File: src/bpc_cfg.svh
`ifndef BPC_CFG_SVH
`define BPC_CFG_SVH

// breakpoint count and how many of them exist in this build
`define BPC_NUM_BP 16
`define BPC_NUM_IMPL 6
`define BPC_IDX_W 4

// control register field layout
`define BPC_REG_W 64
`define BPC_EXT_W 32
`define BPC_SECURITY_STATE_CTL_EXT_BIT 29
`define BPC_BT_HI 23
`define BPC_BT_LO 20
`define BPC_LBN_HI 19
`define BPC_LBN_LO 16
`define BPC_SSC_HI 15
`define BPC_SSC_LO 14
`define BPC_HMC_BIT 13
`define BPC_BAS_HI 8
`define BPC_BAS_LO 5
`define BPC_BAS_ONES 4'hf
`define BPC_PMC_HI 2
`define BPC_PMC_LO 1
`define BPC_EN_BIT 0
`define BPC_EN_RST 1'h0

// paired value register layout
`define BPC_CID_HI 31
`define BPC_CID_LO 0
`define BPC_CID2_HI 63
`define BPC_CID2_LO 32
`define BPC_VIRTUAL_MACHINE_IDENT_HI 47
`define BPC_VIRTUAL_MACHINE_IDENT_LO 32
`define BPC_VIRTUAL_MACHINE_IDENT_W 16
`define BPC_VA_HI 63
`define BPC_VA_LO 2

// breakpoint type codes
`define BPC_BT_ADDR 4'h0
`define BPC_BT_ADDR_LINK 4'h1
`define BPC_BT_CID 4'h2
`define BPC_BT_CID_KERN 4'h6
`define BPC_BT_VIRTUAL_MACHINE_IDENT 4'h8
`define BPC_BT_VIRTUAL_MACHINE_IDENT_CID 4'ha
`define BPC_BT_CID2 4'hc
`define BPC_BT_FULL_CID 4'he
`define BPC_BT_FIRST_LINKED 4'h3

// security state control codes
`define BPC_SSC_ANY 2'h0
`define BPC_SSC_NONSEC 2'h1
`define BPC_SSC_SEC 2'h2

`endif

File: src/bpc_pkg.sv
package bpc_pkg;

    // current exception level of the core
    typedef enum logic [1:0] {
        BPC_USER_LEVEL,
        BPC_KERNEL_LEVEL,
        BPC_HYPERVISOR_LEVEL,
        BPC_MONITOR_LEVEL
    } bpc_level_e;

    // current security state of the core
    typedef enum logic [1:0] {
        BPC_NONSECURE,
        BPC_SECURE,
        BPC_ROOT,
        BPC_REALM
    } bpc_sec_e;

endpackage

File: src/bpc_ctrl.sv
`timescale 1ns/100ps
`include "bpc_cfg.svh"

// Behaviour
// - each control register is 64 bits wide
// - unimplemented breakpoint system access is undefined; external access reads zero
// - low 32 bits match external view
// - bit 29 exists only with realm feature
// - mode and security fields decide jointly
// - control fields other than enable come up unknown after reset; enable resets to 0
// - type in 23:20; 0000 plain address match
// - 0001 address match plus linked context match
// - 0010 context id, hyp or kernel context
// - odd context types are linkable even ones
// - 0110 compares kernel context only
// - 1000 compares vm identifier
// - 1010 needs context and vm identifier
// - 1100 compares second id with hyp
// - 1110 needs both context ids equal
// - bits 19:16 name the linked breakpoint
// - link index ignored for other types
// - link index ignored while disabled
// - bits 15:14 select security states
// - bit 13 is the higher mode control
// - bits 2:1 select permitted levels
// - bit 0 enables the breakpoint
module bpc_ctrl
    import bpc_pkg::*;
(
    input wire logic core_clk,
    input wire logic rstn,
    input wire logic realm_feature,
    input wire logic host_virtualization_feature,
    input wire logic sys_req,
    input wire logic sys_write,
    input wire logic [`BPC_IDX_W-1:0] sys_index,
    input wire logic [`BPC_REG_W-1:0] sys_wdata,
    output logic [`BPC_REG_W-1:0] sys_rdata,
    output logic sys_done,
    output logic sys_undef,
    input wire logic ext_req,
    input wire logic ext_write,
    input wire logic [`BPC_IDX_W-1:0] ext_index,
    input wire logic [`BPC_EXT_W-1:0] ext_wdata,
    output logic [`BPC_EXT_W-1:0] ext_rdata,
    output logic ext_done,
    input wire logic pc_valid,
    input wire logic [`BPC_REG_W-1:0] pc,
    input wire bpc_level_e cur_level,
    input wire bpc_sec_e cur_sec,
    input wire logic host_flag,
    input wire logic general_trap_flag,
    input wire logic [31:0] kernel_context_reg,
    input wire logic [31:0] hyp_context_reg,
    input wire logic [`BPC_VIRTUAL_MACHINE_IDENT_W-1:0] virtual_machine_ident,
    input wire logic [`BPC_NUM_BP*`BPC_REG_W-1:0] breakpoint_value_reg,
    output logic [`BPC_NUM_BP-1:0] bp_hit
);
    // stored fields, one entry per breakpoint
    logic [3:0] bt_q [`BPC_NUM_BP]; // breakpoint_type
    logic [3:0] lbn_q [`BPC_NUM_BP]; // linked_bp_index
    logic [1:0] ssc_q [`BPC_NUM_BP]; // security_state_ctl
    logic security_state_ctl_ext_q [`BPC_NUM_BP]; // security_state_ctl_ext
    logic hmc_q [`BPC_NUM_BP]; // higher_mode_ctl
    logic [1:0] pmc_q [`BPC_NUM_BP]; // privilege_mode_ctl
    logic [`BPC_NUM_BP-1:0] en_q; // enable per breakpoint

    logic sys_impl; // system access hits a real breakpoint
    logic ext_impl; // external access hits a real breakpoint
    logic sys_wr; // system write that stores
    logic ext_wr; // external write that stores
    logic [`BPC_NUM_BP-1:0] addr_hit; // comparator outputs
    logic [`BPC_NUM_BP-1:0] ctx_hit;
    logic [`BPC_NUM_BP-1:0] cond_ok;
    logic [`BPC_NUM_BP-1:0] link_ok; // usable as link target
    logic [`BPC_NUM_BP-1:0] hit_d; // next hit vector
    logic [`BPC_REG_W-1:0] ext_img; // full image seen by external view

    // index is legal only below the implemented count
    function automatic logic is_impl(input logic [`BPC_IDX_W-1:0] idx);
        is_impl = {1'b0, idx} < (`BPC_IDX_W+1)'(`BPC_NUM_IMPL);
    endfunction

    // assemble the 64-bit read image of one breakpoint
    function automatic logic [`BPC_REG_W-1:0] pack_ctrl(
        input logic [`BPC_IDX_W-1:0] idx, input logic rme);
        logic [`BPC_REG_W-1:0] v;
        v = '0; // reserved ranges stay zero
        if (is_impl(idx)) begin
            v[`BPC_SECURITY_STATE_CTL_EXT_BIT] = rme & security_state_ctl_ext_q[idx];
            v[`BPC_BT_HI:`BPC_BT_LO] = bt_q[idx];
            // stored index returned even where it is ignored
            v[`BPC_LBN_HI:`BPC_LBN_LO] = lbn_q[idx];
            v[`BPC_SSC_HI:`BPC_SSC_LO] = ssc_q[idx];
            v[`BPC_HMC_BIT] = hmc_q[idx];
            // no 32-bit state here, so byte select reads all ones
            v[`BPC_BAS_HI:`BPC_BAS_LO] = `BPC_BAS_ONES;
            v[`BPC_PMC_HI:`BPC_PMC_LO] = pmc_q[idx];
            v[`BPC_EN_BIT] = en_q[idx];
        end
        pack_ctrl = v;
    endfunction

    // a linked context breakpoint: odd type from 3 upward
    function automatic logic is_link_ctx(input logic [3:0] bt);
        is_link_ctx = bt[0] && bt >= `BPC_BT_FIRST_LINKED;
    endfunction

    // a function result cannot be part-selected, so name it first
    assign ext_img = pack_ctrl(ext_index, realm_feature);
    assign sys_impl = is_impl(sys_index);
    assign ext_impl = is_impl(ext_index);
    assign sys_wr = sys_req && sys_write && sys_impl;
    // system port wins a same-cycle write to the same entry
    assign ext_wr = ext_req && ext_write && ext_impl &&
        !(sys_wr && sys_index == ext_index);

    // field storage with no reset: contents unknown after cold reset
    always_ff @(posedge core_clk) begin
        if (sys_wr) begin
            bt_q[sys_index] <= sys_wdata[`BPC_BT_HI:`BPC_BT_LO];
            lbn_q[sys_index] <= sys_wdata[`BPC_LBN_HI:`BPC_LBN_LO];
            ssc_q[sys_index] <= sys_wdata[`BPC_SSC_HI:`BPC_SSC_LO];
            security_state_ctl_ext_q[sys_index] <= realm_feature &
                sys_wdata[`BPC_SECURITY_STATE_CTL_EXT_BIT];
            hmc_q[sys_index] <= sys_wdata[`BPC_HMC_BIT];
            pmc_q[sys_index] <= sys_wdata[`BPC_PMC_HI:`BPC_PMC_LO];
        end
        // external view reaches the very same fields
        if (ext_wr) begin
            bt_q[ext_index] <= ext_wdata[`BPC_BT_HI:`BPC_BT_LO];
            lbn_q[ext_index] <= ext_wdata[`BPC_LBN_HI:`BPC_LBN_LO];
            ssc_q[ext_index] <= ext_wdata[`BPC_SSC_HI:`BPC_SSC_LO];
            security_state_ctl_ext_q[ext_index] <= realm_feature &
                ext_wdata[`BPC_SECURITY_STATE_CTL_EXT_BIT];
            hmc_q[ext_index] <= ext_wdata[`BPC_HMC_BIT];
            pmc_q[ext_index] <= ext_wdata[`BPC_PMC_HI:`BPC_PMC_LO];
        end
    end

    // enable is cleared by reset so nothing fires from garbage
    always_ff @(posedge core_clk or negedge rstn) begin
        if (!rstn) begin
            en_q <= {`BPC_NUM_BP{`BPC_EN_RST}};
        end else begin
            if (sys_wr) begin
                en_q[sys_index] <= sys_wdata[`BPC_EN_BIT];
            end
            if (ext_wr) begin
                en_q[ext_index] <= ext_wdata[`BPC_EN_BIT];
            end
        end
    end

    // system register answer, one cycle after the request
    always_ff @(posedge core_clk or negedge rstn) begin
        if (!rstn) begin
            sys_rdata <= '0;
            sys_done <= 1'b0;
            sys_undef <= 1'b0;
        end else begin
            sys_done <= sys_req;
            // unimplemented index is an undefined instruction
            sys_undef <= sys_req && !sys_impl;
            if (sys_req && !sys_write) begin
                sys_rdata <= pack_ctrl(sys_index, realm_feature);
            end
        end
    end

    // external view answer: low word of the same image
    always_ff @(posedge core_clk or negedge rstn) begin
        if (!rstn) begin
            ext_rdata <= '0;
            ext_done <= 1'b0;
        end else begin
            ext_done <= ext_req;
            if (ext_req && !ext_write) begin
                ext_rdata <= ext_img[`BPC_EXT_W-1:0];
            end
        end
    end

    // one comparator set per breakpoint
    for (genvar n = 0; n < `BPC_NUM_BP; n++) begin : g_bp
        bpc_match u_match (
            .breakpoint_type(bt_q[n]),
            .security_state_ctl(ssc_q[n]),
            .security_state_ctl_ext(security_state_ctl_ext_q[n]),
            .higher_mode_ctl(hmc_q[n]),
            .privilege_mode_ctl(pmc_q[n]),
            .breakpoint_value_reg(
                breakpoint_value_reg[n*`BPC_REG_W +: `BPC_REG_W]),
            .pc(pc),
            .cur_level(cur_level),
            .cur_sec(cur_sec),
            .host_virtualization_feature(host_virtualization_feature),
            .host_flag(host_flag),
            .general_trap_flag(general_trap_flag),
            .kernel_context_reg(kernel_context_reg),
            .hyp_context_reg(hyp_context_reg),
            .virtual_machine_ident(virtual_machine_ident),
            .addr_hit(addr_hit[n]),
            .ctx_hit(ctx_hit[n]),
            .cond_ok(cond_ok[n])
        );
        // a link target must be enabled, linkable and matching
        assign link_ok[n] = en_q[n] && is_link_ctx(bt_q[n]) &&
            ctx_hit[n];
    end

    // hit decode; unimplemented entries never fire
    always_comb begin
        hit_d = '0;
        for (int n = 0; n < `BPC_NUM_IMPL; n++) begin
            // disabled entry: no event, link index not even looked at
            if (en_q[n] && cond_ok[n] && pc_valid) begin
                unique case (bt_q[n])
                    `BPC_BT_ADDR: hit_d[n] = addr_hit[n];
                    // link index only consulted for this type
                    `BPC_BT_ADDR_LINK: hit_d[n] = addr_hit[n] &&
                        link_ok[lbn_q[n]];
                    // unlinked context types hit on their own
                    default: hit_d[n] = !bt_q[n][0] && ctx_hit[n];
                endcase
            end
        end
    end

    // registered hit vector toward the pipeline
    always_ff @(posedge core_clk or negedge rstn) begin
        if (!rstn) begin
            bp_hit <= '0;
        end else begin
            bp_hit <= hit_d;
        end
    end

endmodule // bpc_ctrl

File: src/bpc_match.sv
`timescale 1ns/100ps
`include "bpc_cfg.svh"

// per-breakpoint comparators, purely combinational
module bpc_match
    import bpc_pkg::*;
(
    input wire logic [3:0] breakpoint_type,
    input wire logic [1:0] security_state_ctl,
    input wire logic security_state_ctl_ext,
    input wire logic higher_mode_ctl,
    input wire logic [1:0] privilege_mode_ctl,
    input wire logic [`BPC_REG_W-1:0] breakpoint_value_reg,
    input wire logic [`BPC_REG_W-1:0] pc,
    input wire bpc_level_e cur_level,
    input wire bpc_sec_e cur_sec,
    input wire logic host_virtualization_feature,
    input wire logic host_flag,
    input wire logic general_trap_flag,
    input wire logic [31:0] kernel_context_reg,
    input wire logic [31:0] hyp_context_reg,
    input wire logic [`BPC_VIRTUAL_MACHINE_IDENT_W-1:0] virtual_machine_ident,
    output logic addr_hit,
    output logic ctx_hit,
    output logic cond_ok
);
    logic [31:0] stored_cid; // first context id of value reg
    logic [31:0] second_cid; // second context id of value reg
    logic [`BPC_VIRTUAL_MACHINE_IDENT_W-1:0] stored_virtual_machine_ident; // vm id of value reg
    logic use_hyp_ctx; // host mode selects hypervisor context
    logic cid_kern_eq; // first id against kernel context
    logic virtual_machine_ident_eq; // vm id against stage-2 base
    logic [3:0] bt_even; // type with its link bit dropped
    logic el_ok; // level permitted by mode fields
    logic sec_ok; // security state permitted

    assign stored_cid = breakpoint_value_reg[`BPC_CID_HI:`BPC_CID_LO];
    assign second_cid = breakpoint_value_reg[`BPC_CID2_HI:`BPC_CID2_LO];
    assign stored_virtual_machine_ident = breakpoint_value_reg[`BPC_VIRTUAL_MACHINE_IDENT_HI:`BPC_VIRTUAL_MACHINE_IDENT_LO];
    assign cid_kern_eq = stored_cid == kernel_context_reg;
    assign virtual_machine_ident_eq = stored_virtual_machine_ident == virtual_machine_ident;
    assign bt_even = {breakpoint_type[3:1], 1'b0};

    // host-mode view: hypervisor, or user under the general trap
    assign use_hyp_ctx = host_virtualization_feature && host_flag &&
        (cur_level == BPC_HYPERVISOR_LEVEL ||
         (cur_level == BPC_USER_LEVEL && general_trap_flag));

    // instruction address compare, word aligned
    assign addr_hit = breakpoint_value_reg[`BPC_VA_HI:`BPC_VA_LO] ==
        pc[`BPC_VA_HI:`BPC_VA_LO];

    // context-side compare, same for linked and unlinked form
    always_comb begin
        unique case (bt_even)
            `BPC_BT_CID: ctx_hit = stored_cid ==
                (use_hyp_ctx ? hyp_context_reg : kernel_context_reg);
            `BPC_BT_CID_KERN: ctx_hit = cid_kern_eq;
            `BPC_BT_VIRTUAL_MACHINE_IDENT: ctx_hit = virtual_machine_ident_eq;
            `BPC_BT_VIRTUAL_MACHINE_IDENT_CID: ctx_hit = cid_kern_eq && virtual_machine_ident_eq;
            `BPC_BT_CID2: ctx_hit = second_cid == hyp_context_reg;
            `BPC_BT_FULL_CID: ctx_hit = cid_kern_eq &&
                second_cid == hyp_context_reg;
            // address types and reserved codes never context-match
            default: ctx_hit = 1'b0;
        endcase
    end

    // level filter: user and kernel by mode bits, hyp by higher mode
    always_comb begin
        unique case (cur_level)
            BPC_USER_LEVEL: el_ok = privilege_mode_ctl[1];
            BPC_KERNEL_LEVEL: el_ok = privilege_mode_ctl[0];
            BPC_HYPERVISOR_LEVEL: el_ok = higher_mode_ctl;
            BPC_MONITOR_LEVEL: el_ok = 1'b0;
        endcase
    end

    // security filter; extended bit moves the nonsecure code to realm
    always_comb begin
        unique case (security_state_ctl)
            `BPC_SSC_NONSEC: sec_ok = security_state_ctl_ext ?
                cur_sec == BPC_REALM : cur_sec == BPC_NONSECURE;
            `BPC_SSC_SEC: sec_ok = cur_sec == BPC_SECURE;
            default: sec_ok = !security_state_ctl_ext;
        endcase
    end

    // all four fields decide jointly
    assign cond_ok = el_ok && sec_ok;

endmodule // bpc_match

File: config.mk
export PLATFORM = sky130hd
export DESIGN_NAME = bpc_ctrl
export DESIGN_NICKNAME = d
export VERILOG_FILES = /design/src/bpc_pkg.sv /design/src/bpc_ctrl.sv /design/src/bpc_match.sv
export VERILOG_INCLUDE_DIRS = /design/src /design/src/src
export SDC_FILE = /design/constraint.sdc
export NUM_CORES = 2
export LEC_CHECK = 0
export ABC_AREA = 1
export BUFFER_PORTS_ARGS = -buffer_cell sky130_fd_sc_hd__buf_2
export CAP_MARGIN = 0
export CORE_AREA = 2 2 543 545
export CTS_BUF_LIST = sky130_fd_sc_hd__clkbuf_4
export CTS_CLUSTER_SIZE = 25
export DETAILED_ROUTE_END_ITERATION = 7
export DIE_AREA = 0 0 545 547
export SLEW_MARGIN = 30
export SYNTH_ARGS = -nofsm -noshare
export SYNTH_HDL_FRONTEND = slang
export SYNTH_SLANG_ARGS = --single-unit
File: constraint.sdc
create_clock -name core_clk -period 2.92 [get_ports core_clk]
set_clock_uncertainty 0.05 [all_clocks]
set_input_delay 0.146 -clock core_clk [delete_from_list [all_inputs] [get_ports core_clk]]
set_output_delay 0.146 -clock core_clk [all_outputs]
set_load 0.01 [all_outputs]
==> flow_summary.json <==
{
  "status": "finished, final reports clean",
  "io_buffers": 1265,
  "antenna_violations_before_repair": 391,
  "worstRegToRegCells": 16,
  "timing_worst_setup_path_type": "primary input to register",
  "final_routed_wirelength_across_all_metal_layers_mm": 473.5,
  "numCtsBuffers": 77,
  "fp-row-count": 199,
  "power.density_nw_per_um2": 276.2,
  "detail_route.vias_per_cell": 4.803,
  "die_height_um": 547,
  "final_area_um2": 71000,
  "r2r-end": "bp_hit[1]$_DFF_PN0_",
  "starting_density_of_the_core_pct": 16.38,
  "final_layout_size_suffix_gt1_share_pct": 28.47,
  "power.ir.vdd_worst_uv": 245.7,
  "vias_in_the_first_global_route": 63578,
  "synth_compound_area_share_pct": 10.90,
  "sequential_area_um2": 8153,
  "synth_common_cells": "sky130_fd_sc_hd__nand2_1 (2569), sky130_fd_sc_hd__inv_1 (825), sky130_fd_sc_hd__xnor2_1 (573), sky130_fd_sc_hd__nand3_1 (554), sky130_fd_sc_hd__nor2_1 (545)",
  "synth_fa_ha_area_share_pct": 0.3133,
  "grt_usage_pct": 30.25,
  "cp_data_required_time_ns": 3.64,
  "synth-async-reset-ratio_pct": 20.28,
  "grt_start_max_net_pins": 58,
  "tritoncts_num_sinks": 281,
  "synth.yosys.seq_area_share_pct": 17.01,
  "io_pins": 1402,
  "synth-main-ff-cell": "sky130_fd_sc_hd__edfxtp_1",
  "ys_seq_elements": 281,
  "setup_repair_after_global_routing_missed_its_margin": "yes",
  "syn-cell-area_um2": 47920,
  "yosys.area.top_type": "sky130_fd_sc_hd__nand2_1",
  "multiInputGateArea_um2": 34820,
  "synth_edf_count": 224,
  "maxClockFrequency_mhz": 351.8,
  "grt-ovfl-total": 0,
  "area_growth_syn_to_layout_pct": 48.16,
  "drt-initial-drc-count": 9942,
  "detailedPlace.worstSlack_ns": -1.011,
  "setup_viol": 0,
  "htree_levels": 3,
  "finalMaxSlewViolations": 0,
  "layout_setup_ws_ns": 0.07738,
  "critPathArrivalTime_ns": 3.56,
  "leakage_nw": 34.12,
  "cts_buffer_depth": 3,
  "post_drt_wl_per_cell_um": 32.54,
  "timing.critical_path.from_type": "primary input",
  "worst_slew_margin_rel_pct": 33.93,
  "fill_cells": 33698,
  "xor_and_xnor_area_share_after_synthesis_pct": 18.93,
  "clock_latency_late_sink_ns": 0.83,
  "yosys.cell_count.top_type": "sky130_fd_sc_hd__nand2_1",
  "nets": 11586,
  "detailroute.via_count": 69877,
  "worst-slew-pin-transition_ns": 0.9900,
  "drtAntennaViolNets": 0,
  "synth_mux_area_share_pct": 0,
  "share_of_the_synthesized_area_in_the_top_cell_type_pct": 20.12,
  "maxCapViolCount": 0,
  "r2r-start": "bt_q[7][2]$_DFFE_PP_",
  "globalplace.congestion": 1.120,
  "floorplan.core_area_um2": 292600,
  "root_buffer": "sky130_fd_sc_hd__clkbuf_4",
  "simple_gate_share_of_the_synthesized_area_pct": 39.94,
  "total_placed_instance_area_um2": 68240,
  "worstHoldPathType": "primary input to asynchronous set/reset pin",
  "min_period_over_period_pct": 97.35,
  "synth_cell_types": 52,
  "syn_area_per_cell_um2": 5.952,
  "synth_cells": 8052,
  "kind_of_end_point_of_the_critical_path": "register",
  "synth_top_cells_by_area": "sky130_fd_sc_hd__nand2_1 (20%), sky130_fd_sc_hd__edfxtp_1 (14%), sky130_fd_sc_hd__xnor2_1 (10%)",
  "largest_family_of_logic_cells_by_synthesized_area": "simple AND/OR/NAND/NOR gates",
  "critical_path.max_fanout": 14,
  "drt_first_pass_iters": 7,
  "worst_case_register_to_register_setup_slack_ns": 0.09,
  "drc": 0,
  "cts.reportedPaths.clkPinSlew_ns": 0.07,
  "cts_tree": "done",
  "hold_viol": 0,
  "dp_hpwl_mm": 419.4,
  "finalCriticalPeriod_ns": 2.843,
  "timing.hold.ws_ns": 0.03761,
  "ys_warn_count": 0,
  "fp.dieW_um": 545,
  "die_outline_area_um2": 298100,
  "global_route_wire_length_before_repair_mm": 600.3
}
## report_power, final
part	internal [mW]	switching, mW	leakage (nW)
registers	4.59	0.147	2.89
logic	4.05	6.86	30.6
clock network	2.11	1.86	0.611
total	10.7	8.86	34.1
## placed cells by master, fill, tap and decap left out, types with 14 or more instances in the layout
cell and n:
sky130_fd_sc_hd__edfxtp_1 224, sky130_fd_sc_hd__nand2_2 48, sky130_fd_sc_hd__nand3_2 24, sky130_fd_sc_hd__buf_4 1109
sky130_fd_sc_hd__o22ai_1 99, sky130_fd_sc_hd__buf_2 1265, sky130_fd_sc_hd__o2111ai_1 25, sky130_fd_sc_hd__diode_2 287
sky130_fd_sc_hd__o21ai_0 320, sky130_fd_sc_hd__clkinv_1 38, sky130_fd_sc_hd__o221ai_1 118, sky130_fd_sc_hd__conb_1 208
sky130_fd_sc_hd__dlygate4sd3_1 50, sky130_fd_sc_hd__xor2_1 461, sky130_fd_sc_hd__a22oi_1 106, sky130_fd_sc_hd__xnor2_1 572
sky130_fd_sc_hd__a22o_1 14, sky130_fd_sc_hd__a21oi_1 64, sky130_fd_sc_hd__buf_12 146, sky130_fd_sc_hd__nor3_1 152
sky130_fd_sc_hd__nor2_2 27, sky130_fd_sc_hd__nor4_1 56, sky130_fd_sc_hd__nand4_1 328, sky130_fd_sc_hd__nor2_1 503
sky130_fd_sc_hd__or2_2 132, sky130_fd_sc_hd__clkbuf_4 112, sky130_fd_sc_hd__nand3_1 537, sky130_fd_sc_hd__nand2_1 2560
sky130_fd_sc_hd__inv_1 822, sky130_fd_sc_hd__nor2_4 16, sky130_fd_sc_hd__dfrtp_1 57
## state kept, by name, summed over array words and instances, names as in the netlist
register / count
lbn_q: 64
sys_rdata: 16
bp_hit: 6
security_state_ctl_ext_q: 16
ext_done: 1
hmc_q: 16
en_q: 16
sys_undef: 1
pmc_q: 32
ssc_q: 32
sys_done: 1
bt_q: 64
ext_rdata: 16
## stage by stage
| step | utilization [%] | cells | setup TNS (ns) | total power, mW |
|---|---|---|---|---|
| floorplan | - | 8259 | 0 | 9.372 |
| detailed placement | 23.32 | 14069 | -5.922 | 15.28 |
| finish | 24.27 | 14549 | 0 | 19.61 |
| CTS | 23.87 | 14254 | 0 | 19.33 |
| global route | 24.20 | 14469 | -0.04799 | 20.40 |
| global placement | 23.32 | 14069 | -5.978 | 15.28 |
## cells by family after synthesis
group,after synthesis
flops,281
other cells,1
fa+ha+maj,12
buf+inv,1480
compound gates,812
simple gates,4430
xor+xnor,1036
## critical path, cell delays in order
cell,delay (ns)
sky130_fd_sc_hd__buf_2,0.08
sky130_fd_sc_hd__nand2_2,0.13
sky130_fd_sc_hd__buf_12,0.17
sky130_fd_sc_hd__inv_1,0.08
sky130_fd_sc_hd__nand3_4,0.13
sky130_fd_sc_hd__buf_12,0.18
sky130_fd_sc_hd__clkbuf_16,0.20
sky130_fd_sc_hd__buf_4,0.16
sky130_fd_sc_hd__nand2_1,0.06
sky130_fd_sc_hd__nand2_2,0.06
sky130_fd_sc_hd__buf_12,0.15
sky130_fd_sc_hd__buf_4,0.15
sky130_fd_sc_hd__nand2_1,0.09
sky130_fd_sc_hd__nand2_1,0.17
sky130_fd_sc_hd__nor2_1,0.14
sky130_fd_sc_hd__nand2_1,0.06
sky130_fd_sc_hd__nor2_1,0.11
sky130_fd_sc_hd__nand3_1,0.22
sky130_fd_sc_hd__o21ai_2,0.32
sky130_fd_sc_hd__nand3_1,0.11
sky130_fd_sc_hd__nand3_1,0.11
sky130_fd_sc_hd__nand3_2,0.09
sky130_fd_sc_hd__nand3_1,0.10
sky130_fd_sc_hd__nand2_1,0.06
sky130_fd_sc_hd__nand2_1,0.06
sky130_fd_sc_hd__nand2_1,0.07
sky130_fd_sc_hd__a21oi_2,0.11
## worst max-delay path by stage
stage	endpoint	from	depth (start not counted)	slack (ns)
after floorplan	bp_hit[5]$_DFF_PN0_	host_virtualization_feature	20	0.66
after CTS	bp_hit[5]$_DFF_PN0_	bt_q[1][2]$_DFFE_PP_	20	0.0002
after global placement	bp_hit[5]$_DFF_PN0_	host_virtualization_feature	25	-1.01
final	bp_hit[1]$_DFF_PN0_	host_virtualization_feature	27	0.08
after detailed placement	bp_hit[5]$_DFF_PN0_	host_virtualization_feature	25	-1.01
after global routing	bp_hit[0]$_DFF_PN0_	bt_q[0][3]$_DFFE_PP_	20	-0.02
## repair_timing
item / in CTS / in global routing
endpoints found under the hold margin: 327 / 0
hold buffers: 50 / 0
endpoints found under the setup margin: 6 / 6
resized for setup: 19 / 86
pin swaps: 0 / 19
gates cloned: 0 / 1
setup buffers: 0 / 7
## layer usage
layer,track usage (%),share of wire [%],wire [um]
met5,0,0.17,790
met4,22.56,8.7,41160
met3,8.890,11,51340
met2,46.80,43,205400
met1,35.19,37,174800
## cell type report
cell class	count	area share, %
Clock buffer	112	1.184
Multi-Input combinational cell	6498	49.04
Clock inverter	23	0.2784
Sequential cell	281	11.48
Antenna cell	287	1.012
Inverter	852	4.506
Tap cell	3919	6.906
Timing Repair Buffer	2577	25.59
(Power assumes the default switching activity.)
